File: src/inc/psp_pkg.sv
/*
 * psp_pkg: register indices, field positions, reset values and carrier types
 * for the parallel slave port.
 * assumes: an 8-bit register port driven by the on-chip cpu, one clock domain.
 */
package psp_pkg;
    localparam int PSP_AW = 4;
    localparam logic [3:0] PSP_IDX_DATA_PORT = 4'h0;
    localparam logic [3:0] PSP_IDX_DATA_LATCH = 4'h1;
    localparam logic [3:0] PSP_IDX_DATA_DIR = 4'h2;
    localparam logic [3:0] PSP_IDX_CTRL_DIR = 4'h3;
    localparam logic [3:0] PSP_IDX_CONTROL = 4'h4;
    localparam logic [3:0] PSP_IDX_FLAGS = 4'h5;
    localparam logic [3:0] PSP_IDX_ENABLES = 4'h6;
    localparam logic [3:0] PSP_IDX_PRIORITY = 4'h7;
    localparam logic [3:0] PSP_IDX_FLAG_CLEAR = 4'h8;
    localparam logic [3:0] PSP_IDX_ANALOG_CFG = 4'h9;
    localparam logic [3:0] PSP_IDX_CTRL_LATCH = 4'ha;

    localparam int PSP_BIT_IBF = 7;
    localparam int PSP_BIT_OBF = 6;
    localparam int PSP_BIT_OVF = 5;
    localparam int PSP_BIT_MODE = 4;
    localparam int PSP_BIT_EVENT = 7;

    localparam logic [7:0] PSP_RST_DIR = 8'hff;
    localparam logic [7:0] PSP_RST_ZERO = 8'h00;
    localparam logic [7:0] PSP_RST_PRIO = 8'hff;
    localparam logic [3:0] PSP_RST_ANALOG = 4'h0;
    localparam logic [2:0] PSP_PCFG_DIGITAL = 3'h7;
    localparam logic [2:0] PSP_CTRL_INPUTS = 3'h7;

    typedef struct packed {
        logic [PSP_AW-1:0] addr;
        logic [7:0] wdata;
        logic wr;
        logic rd;
    } psp_bus_t;

    typedef struct packed {
        logic cs_n;
        logic wr_n;
        logic rd_n;
    } psp_strobe_t;
endpackage : psp_pkg

File: src/core/psp_top.sv
/*
 * psp_top: byte-wide parallel slave port with gpio fallback, cpu register
 * port, status flags and a level interrupt.
 * assumes: host pins are already synchronous to core_clk_in; the testbench
 * resolves the pad wires from the output enables.
 */
// Added by the designer: the strobed register port and the register addresses.
// How it works
// - mode bit 4 of control turns the data pins into a host slave port
// - host reads the data latch, or writes the input buffer, as one byte via strobes
// - first cycle with select and write low captures the pin byte
// - from the cycle after select and read go low, the latch byte is driven out
// - slave mode selects ttl thresholds on the control pin buffers
// - input full bit 7 set while a received byte is unread
// - output full bit 6 set until the host reads the byte
// - overflow bit 5 set on write over unread byte; software clears
// - with mode clear, data and control pins are plain gpio
// - control bits 3:0 read as zero
// - slave mode offered only in microcontroller mode, external bus idle
module psp_top
    import psp_pkg::*;
(
    input wire logic core_clk_in,
    input wire logic reset_n_in,
    input wire logic [psp_pkg::PSP_AW-1:0] reg_addr_in,
    input wire logic [7:0] reg_wdata_in,
    input wire logic reg_wr_in,
    input wire logic reg_rd_in,
    output logic [7:0] reg_rdata_out,
    input wire logic mcu_mode_in,
    input wire logic [7:0] data_pin_in,
    output logic [7:0] data_pin_out,
    output logic [7:0] data_pin_oe_out,
    input wire logic [2:0] ctrl_pin_in,
    output logic [2:0] ctrl_pin_out,
    output logic [2:0] ctrl_pin_oe_out,
    output logic ttl_buffer_sel_out,
    output logic irq_out,
    output logic irq_high_prio_out
);
    import psp_pkg::*;

    psp_bus_t bus;
    psp_strobe_t strb;
    logic [7:0] data_latch_reg;
    logic [7:0] in_buf_reg;
    logic [7:0] data_dir_reg;
    logic [7:0] ctrl_dir_reg;
    logic [2:0] ctrl_latch_reg;
    logic [3:0] analog_cfg_reg;
    logic mode_reg;
    logic ibf_reg;
    logic obf_reg;
    logic ovf_reg;
    logic [7:0] flags_reg;
    logic [7:0] enables_reg;
    logic [7:0] prio_reg;
    logic wr_seen_reg;
    logic rd_seen_reg;
    logic psp_active;
    logic host_wr;
    logic host_rd;
    logic wr_start;
    logic rd_start;
    logic wr_end;
    logic rd_end;
    logic cpu_rd_port;
    logic cpu_wr_port;
    logic [7:0] rdata_next;
    logic [7:0] pending;

    assign bus = '{addr: reg_addr_in, wdata: reg_wdata_in, wr: reg_wr_in, rd: reg_rd_in};
    assign strb = '{cs_n: ctrl_pin_in[2], wr_n: ctrl_pin_in[1], rd_n: ctrl_pin_in[0]};

    // microcontroller mode only, no external bus use
    assign psp_active = mode_reg && mcu_mode_in;
    assign host_wr = psp_active && !strb.cs_n && !strb.wr_n;
    assign host_rd = psp_active && !strb.cs_n && !strb.rd_n;
    assign wr_start = host_wr && !wr_seen_reg;
    assign rd_start = host_rd && !rd_seen_reg;
    assign wr_end = wr_seen_reg && !host_wr;
    assign rd_end = rd_seen_reg && !host_rd;
    assign cpu_rd_port = bus.rd && bus.addr == PSP_IDX_DATA_PORT;
    assign cpu_wr_port = bus.wr && (bus.addr == PSP_IDX_DATA_PORT ||
                                    bus.addr == PSP_IDX_DATA_LATCH);

    always_ff @(posedge core_clk_in or negedge reset_n_in) begin
        if (!reset_n_in) begin
            wr_seen_reg <= 1'b0;
            rd_seen_reg <= 1'b0;
        end else begin
            wr_seen_reg <= host_wr;
            rd_seen_reg <= host_rd;
        end
    end

    // captured host byte
    always_ff @(posedge core_clk_in or negedge reset_n_in) begin
        if (!reset_n_in) begin
            in_buf_reg <= PSP_RST_ZERO;
        end else if (wr_start) begin
            in_buf_reg <= data_pin_in;
        end
    end

    always_ff @(posedge core_clk_in or negedge reset_n_in) begin
        if (!reset_n_in) begin
            ibf_reg <= 1'b0;
            ovf_reg <= 1'b0;
        end else begin
            if (wr_start) begin
                ibf_reg <= 1'b1;
            end else if (cpu_rd_port && psp_active) begin
                ibf_reg <= 1'b0;
            end
            if (wr_start && ibf_reg) begin
                ovf_reg <= 1'b1;
            end else if (bus.wr && bus.addr == PSP_IDX_CONTROL) begin
                ovf_reg <= bus.wdata[PSP_BIT_OVF];
            end
        end
    end

    always_ff @(posedge core_clk_in or negedge reset_n_in) begin
        if (!reset_n_in) begin
            obf_reg <= 1'b0;
        end else if (cpu_wr_port && psp_active) begin
            obf_reg <= 1'b1;
        end else if (rd_start) begin
            obf_reg <= 1'b0;
        end
    end

    always_ff @(posedge core_clk_in or negedge reset_n_in) begin
        if (!reset_n_in) begin
            data_latch_reg <= PSP_RST_ZERO;
            data_dir_reg <= PSP_RST_DIR;
            ctrl_dir_reg <= PSP_RST_DIR;
            ctrl_latch_reg <= 3'h0;
            analog_cfg_reg <= PSP_RST_ANALOG;
            mode_reg <= 1'b0;
            enables_reg <= PSP_RST_ZERO;
            prio_reg <= PSP_RST_PRIO;
        end else if (bus.wr) begin
            if (bus.addr == PSP_IDX_DATA_PORT || bus.addr == PSP_IDX_DATA_LATCH) begin
                data_latch_reg <= bus.wdata;
            end else if (bus.addr == PSP_IDX_DATA_DIR) begin
                data_dir_reg <= bus.wdata;
            end else if (bus.addr == PSP_IDX_CTRL_DIR) begin
                ctrl_dir_reg <= bus.wdata;
            end else if (bus.addr == PSP_IDX_CONTROL) begin
                mode_reg <= bus.wdata[PSP_BIT_MODE];
            end else if (bus.addr == PSP_IDX_ENABLES) begin
                enables_reg <= bus.wdata;
            end else if (bus.addr == PSP_IDX_PRIORITY) begin
                prio_reg <= bus.wdata;
            end else if (bus.addr == PSP_IDX_ANALOG_CFG) begin
                analog_cfg_reg <= bus.wdata[3:0];
            end else if (bus.addr == PSP_IDX_CTRL_LATCH) begin
                ctrl_latch_reg <= bus.wdata[2:0];
            end
        end
    end

    // sticky flags: hardware set beats software clear
    always_ff @(posedge core_clk_in or negedge reset_n_in) begin
        if (!reset_n_in) begin
            flags_reg <= PSP_RST_ZERO;
        end else begin
            for (int i = 0; i < 8; i++) begin
                if (i == PSP_BIT_EVENT && (wr_end || rd_end)) begin
                    flags_reg[i] <= 1'b1;
                end else if (bus.wr && bus.addr == PSP_IDX_FLAG_CLEAR && bus.wdata[i]) begin
                    flags_reg[i] <= 1'b0;
                end
            end
        end
    end

    assign pending = flags_reg & enables_reg;

    always_ff @(posedge core_clk_in or negedge reset_n_in) begin
        if (!reset_n_in) begin
            irq_out <= 1'b0;
            irq_high_prio_out <= 1'b0;
        end else begin
            irq_out <= |pending;
            irq_high_prio_out <= |(pending & prio_reg);
        end
    end

    always_comb begin
        rdata_next = 8'h00;
        if (bus.addr == PSP_IDX_DATA_PORT) begin
            rdata_next = psp_active ? in_buf_reg : data_pin_in;
        end else if (bus.addr == PSP_IDX_DATA_LATCH) begin
            rdata_next = data_latch_reg;
        end else if (bus.addr == PSP_IDX_DATA_DIR) begin
            rdata_next = data_dir_reg;
        end else if (bus.addr == PSP_IDX_CTRL_DIR) begin
            rdata_next = ctrl_dir_reg;
        end else if (bus.addr == PSP_IDX_CONTROL) begin
            rdata_next = {ibf_reg, obf_reg, ovf_reg, mode_reg, 4'h0};
        end else if (bus.addr == PSP_IDX_FLAGS) begin
            rdata_next = flags_reg;
        end else if (bus.addr == PSP_IDX_ENABLES) begin
            rdata_next = enables_reg;
        end else if (bus.addr == PSP_IDX_PRIORITY) begin
            rdata_next = prio_reg;
        end else if (bus.addr == PSP_IDX_ANALOG_CFG) begin
            rdata_next = {4'h0, analog_cfg_reg};
        end else if (bus.addr == PSP_IDX_CTRL_LATCH) begin
            rdata_next = {5'h00, ctrl_latch_reg};
        end
    end

    always_ff @(posedge core_clk_in or negedge reset_n_in) begin
        if (!reset_n_in) begin
            reg_rdata_out <= PSP_RST_ZERO;
        end else if (bus.rd) begin
            reg_rdata_out <= rdata_next;
        end else begin
            reg_rdata_out <= PSP_RST_ZERO;
        end
    end

    // pad drive: slave port drives data only during host read
    always_ff @(posedge core_clk_in or negedge reset_n_in) begin
        if (!reset_n_in) begin
            data_pin_out <= PSP_RST_ZERO;
            data_pin_oe_out <= PSP_RST_ZERO;
            ctrl_pin_out <= 3'h0;
            ctrl_pin_oe_out <= 3'h0;
            ttl_buffer_sel_out <= 1'b0;
        end else begin
            data_pin_out <= data_latch_reg;
            if (psp_active) begin
                data_pin_oe_out <= host_rd ? 8'hff : 8'h00;
                ctrl_pin_oe_out <= 3'h0;
            end else begin
                data_pin_oe_out <= ~data_dir_reg;
                ctrl_pin_oe_out <= ~ctrl_dir_reg[2:0];
            end
            ctrl_pin_out <= ctrl_latch_reg;
            ttl_buffer_sel_out <= psp_active;
        end
    end
endmodule : psp_top

File: config.mk
export PLATFORM = sky130hd
export DESIGN_NAME = psp_top
export DESIGN_NICKNAME = d
export VERILOG_FILES = /design/src/inc/psp_pkg.sv /design/src/core/psp_top.sv
export SDC_FILE = /design/constraint.sdc
export NUM_CORES = 1
export LEC_CHECK = 0
export BUFFER_PORTS_ARGS = -buffer_cell sky130_fd_sc_hd__buf_2
export CAP_MARGIN = 30
export CORE_UTILIZATION = 45
export CTS_CLUSTER_DIAMETER = 30
export DETAILED_ROUTE_END_ITERATION = 16
export GPL_TIMING_DRIVEN = 0
export PLACE_DENSITY_LB_ADDON = 0.05
export SYNTH_ARGS = -nofsm -noshare
export SYNTH_HDL_FRONTEND = slang
export SYNTH_SLANG_ARGS = --single-unit
File: constraint.sdc
create_clock -name core_clk_in -period 1.4 [get_ports core_clk_in]
set_input_delay 0.28 -clock core_clk_in [delete_from_list [all_inputs] [get_ports core_clk_in]]
set_output_delay 0.28 -clock core_clk_in [all_outputs]
set_load 0.02 [all_outputs]
### After elaboration in Yosys (flattened, before gate mapping)

Cells that the tools add are included.

* flip-flop bits (word level): 95
* input port bits: 28
* output and inout port bits: 33
* logic and storage cells: 107

* eq/ne operators: 10
* multiplexer cells: 23
* bitwise logic cells: 11
* reduce and logical (&&, ||, !) cells: 40

Operator list (number)
* 8-bit 2-to-1 mux: 12
* 8-bit bitwise AND: 2
* 4-bit by 3-bit == test with 1-bit output (second input constant): 4
* 1-bit logical AND: 16
* 8-bit OR reduction: 2
* 4-bit == test (second input constant): 3
* 9-bit AND reduction: 1
* 4-bit by 2-bit == test with 1-bit output (second input constant): 2
* 1-bit 2-to-1 mux: 8
* 8-bit inverter: 1
* 8-bit AND reduction: 1
* 2-bit nonzero test: 4
* 1-bit zero test: 7
* 1-bit inverter: 7
* 7-bit AND reduction: 1
* 3-bit 2-to-1 mux: 2
* 6-bit AND reduction: 1
* 5-bit AND reduction: 1
* 4-bit by 1-bit == test with 1-bit output (second input constant): 1
* 4-bit zero test: 1
* 4-bit 2-to-1 mux: 1
* 4-bit AND reduction: 1
* 3-bit inverter: 1
* 3-bit AND reduction: 1
* other kinds (2): 3

### Logic depth before layout (Yosys ltp)

* word-level depth: 12
* gate-level depth with buffers: 7

### Least setup slack after synthesis

No wires, ideal clock.

* kind: input to register
* start point: in reg_addr_in[1] (netlist name)
* end point: reg data_latch_reg[0]
* library setup time: 0.125 ns
* arrival time: 1.270 ns
* slack: 0.005 ns
* cell stages on the path: 3
* cell sequence: buf_6 nor4b_4 mux2_2

* longest elaborated chain between the ends: 3
* elaborated cells between the ends (all ways): 4
* classes of those cells: 1 x eq/ne; 3 x reduce/logical

Ends and longest elaborated chain
* start: declaration: RTL line psp_top.sv:25 `input wire logic [psp_pkg::PSP_AW-1:0] reg_addr_in,`
* 4-bit by 1-bit == test with 1-bit output or 4-bit zero test (tied branches): RTL line psp_top.sv:145 `if (bus.addr == PSP_IDX_DATA_PORT || bus.addr == PSP_IDX_DATA_LATCH) begin`
* 1-bit logical OR *: RTL line psp_top.sv:145
* 2-bit AND reduction (no line) *
* end signal: assignment: RTL line psp_top.sv:146 `data_latch_reg <= bus.wdata;`
* end: declaration: RTL line psp_top.sv:45 `logic [7:0] data_latch_reg;`

Every way passes the cells marked *; elsewhere a longest branch is shown, timed or not.
A chain may end at the register's enable or synchronous reset.

### Worst setup path after layout

* start point: reg mode_reg
* end point: reg reg_rdata_out[1]

* longest elaborated chain between the ends: 4

Ends and longest elaborated chain
* start: declaration: RTL line psp_top.sv:51 `logic mode_reg;`
* start signal: assignment: RTL line psp_top.sv:152 `mode_reg <= bus.wdata[PSP_BIT_MODE];`
* 1-bit logical AND: RTL line psp_top.sv:76 `assign psp_active = mode_reg && mcu_mode_in;`
* 8-bit 2-to-1 mux: RTL line psp_top.sv:195 `rdata_next = psp_active ? in_buf_reg : data_pin_in;`
* 8-bit 2-to-1 mux: RTL line psp_top.sv:194 `if (bus.addr == PSP_IDX_DATA_PORT) begin`
* 8-bit 2-to-1 mux: RTL line psp_top.sv:220 `end else if (bus.rd) begin`
* end signal: assignment: RTL line psp_top.sv:221 `reg_rdata_out <= rdata_next;`
* end: declaration: RTL line psp_top.sv:29 `output logic [7:0] reg_rdata_out,`

No other way between the ends.

==> results.md <==
* Critical Path Sink Type: register
* Crit Path Max Fanout at 5
* Required @ worst endpoint at 1.63 ns
* CTS Sinks at 95
* Mapped Cells at 314
* Top Metal Used: met4
* Buf/Inv on CP at 1
* Met2 wire len at 4812 µm
* PwrDens at 1429 nW/µm²
* Placed cell areas at 4578 µm²
* Commonest non-fill, non-tap cells in the layout: dfrtp_1 (71), buf_2 (63), mux2_2 (49)
* Compound-Gate Fraction of Synth Area at 0.09074
* Avg Cell Area, Syn at 13.13 µm²
* RSZ-0062 raised after global routing: yes
* CTS Root Cell: clkbuf_8
* XOR/XNOR Fraction of Synth Area at 0
* Synth Area in Simple Gates at 0.1014
* First-pass GRT wire length at 16210 µm
* GRT Total Usage at 0.2268
* Period Utilization, post-route at 1.028
* Die Span Y at 97.72 µm
* Port bufs at 58
* Hold Slack at 0.1346 ns
* Final Util at 0.5736
* CP top delay family: flip-flops
* Layout cells sized above 1 at 0.5062
* Main synth FF type: dfrtp_1
* Initial drt markers at 113
* Largest cells by area after synthesis: dfrtp_1 (43%), mux2_2 (16%), dfstp_2 (15%)
* Post-synth EDFFs at 0
* DRC at 8
* Finish-stage setup viols at 2
* DRT met1 WL at 4902 µm
* Relative slew slack at 0.5624
* CP Depth at 5
* Post-synth top area cell: dfrtp_1
* Fmax at 694.7 MHz
* Routed wire length on met3 at 452 µm
* Post-route insts no fill at 513
* Global placement routability congestion at 0.8332
* # IOs at 61
* Main combinational cell family by area after synthesis: multiplexers
* FP Rows at 34
* Synth top area share at 0.4310
* Pin count of the biggest net entering global routing at 51
* Yosys Warn Count at 0
* Final hold vios at 0
* Crit path from: mode_reg
* Die Width at 97.72 µm
* Clk_lat worst skew at 0.36 ns
* Core ar. at 8806 µm²
* Synth Net Count at 342
* Max clock buf depth at 2
* # nets final at 428
* Most common cell after layout, fill and taps aside: dfrtp_1
* Clock slew at reported path FFs at 0.09 ns
* CTS Buf Count at 9
* R2R depth at 5
* Initial core utilization at 0.4682
* Crit path launch type: register
* Worst ir drop on vdd at 0.6879 mV
* Initial antenna violation count at 1
* Failing checks: DRC, setup timing
* Worst slew pin tran at 0.6564 ns
* Status: finished, violations left
* Lkg Pwr at 2.258 nW
* Final worst slack at -0.03951 ns
* DRT Pass-1 Iters at 11
* ANT nets after route at 0
* Via-per-instance ratio at 5.546
* CP Capture Point: reg_rdata_out[1]
* Global route overflow at 0
* Vias at 2845
* Reg-to-reg endpoint: reg_rdata_out[1]
* Critical path cell sequence: nand2_4, inv_8, mux2_4, a222oi_1, o22ai_1
* HPWL after DPL at 6859 µm
* Reg-to-reg startpoint: mode_reg
* Post-route cell area at 5051 µm²
* WP data arrival at 1.67 ns
* Area Overhead vs Synth at 22.52%
* Slowest CP cell: dfrtp_1
* CTS tree: built
* Routed wire length at 10330 µm
* Max-cap violation count at 0
* Crit path kind: register to register
* Post-Syn Area at 4123 µm²
* Post-synth cell types at 50
* Clk_skew at 0.01119 ns
* Sequential share of the synthesized area at 0.5839
* Dpl cells at 481
* Async S/R FF share, synth at 1.000
* CTS H-Tree Depth at 3
* Final Slew Violations at 0
* CP max stage delay at 0.42 ns
* DIE AREA at 9548 µm²
* Drt wl/cell at 20.14 µm
* Mux contribution to synthesized area at 0.1933
* Register bit count reported by yosys at 95
* Antenna Cells at 0
* Flop2flop setup slack at -0.04 ns
* Post-layout min period at 1.440 ns
* Vias in the first global route at 2825
* Worst min-delay path class: input pin to register
* Synth Area in Adders at 0
## power breakdown
part | total (mW) | internal [mW] | leakage (nW) | switching (mW)
clock | 1.63 | 0.660 | 0.0910 | 0.975
sequential | 3.85 | 3.50 | 1.12 | 0.348
combinational | 1.74 | 0.866 | 1.05 | 0.872
## repair_timing
item / 4_1_cts / 5_1_grt
pin swaps: 4 / 3
hold endpoints to repair: 46 / 0
buffers inserted: 6 / 7
resized for setup: 24 / 17
hold buffers: 1 / 0
endpoints found under the setup margin: 48 / 26
gates cloned: 0 / 2
## synth_stat cells, types with 2 or more instances
| master | instances |
|---|---|
| a221oi_1 | 2 |
| buf_6 | 4 |
| inv_1 | 5 |
| o21a_1 | 4 |
| or3_1 | 2 |
| o21ai_0 | 19 |
| nor2_4 | 2 |
| buf_2 | 8 |
| nor3_1 | 2 |
| nand2_1 | 20 |
| nand3b_1 | 4 |
| o22ai_1 | 5 |
| nor2_1 | 10 |
| o31ai_1 | 2 |
| nand3_1 | 6 |
| mux2i_1 | 11 |
| and3_1 | 3 |
| mux2_2 | 58 |
| buf_4 | 2 |
| nor2b_1 | 7 |
| o211ai_1 | 4 |
| dfrtp_1 | 71 |
| a31oi_1 | 3 |
| and2_1 | 2 |
| nand2b_1 | 3 |
| a21oi_1 | 5 |
| clkbuf_1 | 2 |
| dfstp_2 | 24 |
| a22o_1 | 3 |
## how the worst min path moves through the flow
stage | start | end | slack [ns] | depth (start not counted)
floorplan | reset_n_in | analog_cfg_reg[0] | -0.02 | 0
global placement | data_latch_reg[5] | data_pin_out[5] | 0.38 | 0
detailed placement | reset_n_in | data_pin_out[7] | 0.36 | 1
CTS | ctrl_pin_in[1] | wr_seen_reg | 0.13 | 2
global route | ctrl_pin_in[2] | wr_seen_reg | 0.14 | 2
finish | ctrl_pin_in[1] | wr_seen_reg | 0.13 | 2
## layout make-up
class	instances	area, µm²
multi-input cells	198	1690
clock buffers	10	127.6
well taps	108	135.1
fillers	771	3755
clock inverters	6	45.04
plain buffers	16	128.9
inverters	5	26.28
repair buffers	75	490.5
flip-flops and latches	95	2407
## cell families (layout without fill, tap and decap cells)
| group | after synthesis | count (layout) |
|---|---|---|
| AOI/OAI and AO/OA | 57 | 57 |
| buffers and inverters | 21 | 112 |
| DFF | 95 | 95 |
| muxes | 71 | 71 |
| and+or+nand+nor | 70 | 70 |
## metrics by stage
stage	total power [mW]	worst slack (ns)	TNS, ns
finish	7.220	-0.03951	-0.04013
global route	7.617	-0.08686	-0.2695
CTS	7.169	-0.06164	-0.5349
detailed placement	5.420	-0.5486	-23.67
global placement	5.357	-0.8851	-94.64
floorplan	4.822	0.005215	0
## routing by layer
metal  GRT usage  up-vias
li1            -     1303
met1      0.3303     1452
met2      0.3448       79
met3     0.04676       11
met4     0.06410        0
met5           0        -
(Power assumes the default switching activity.)
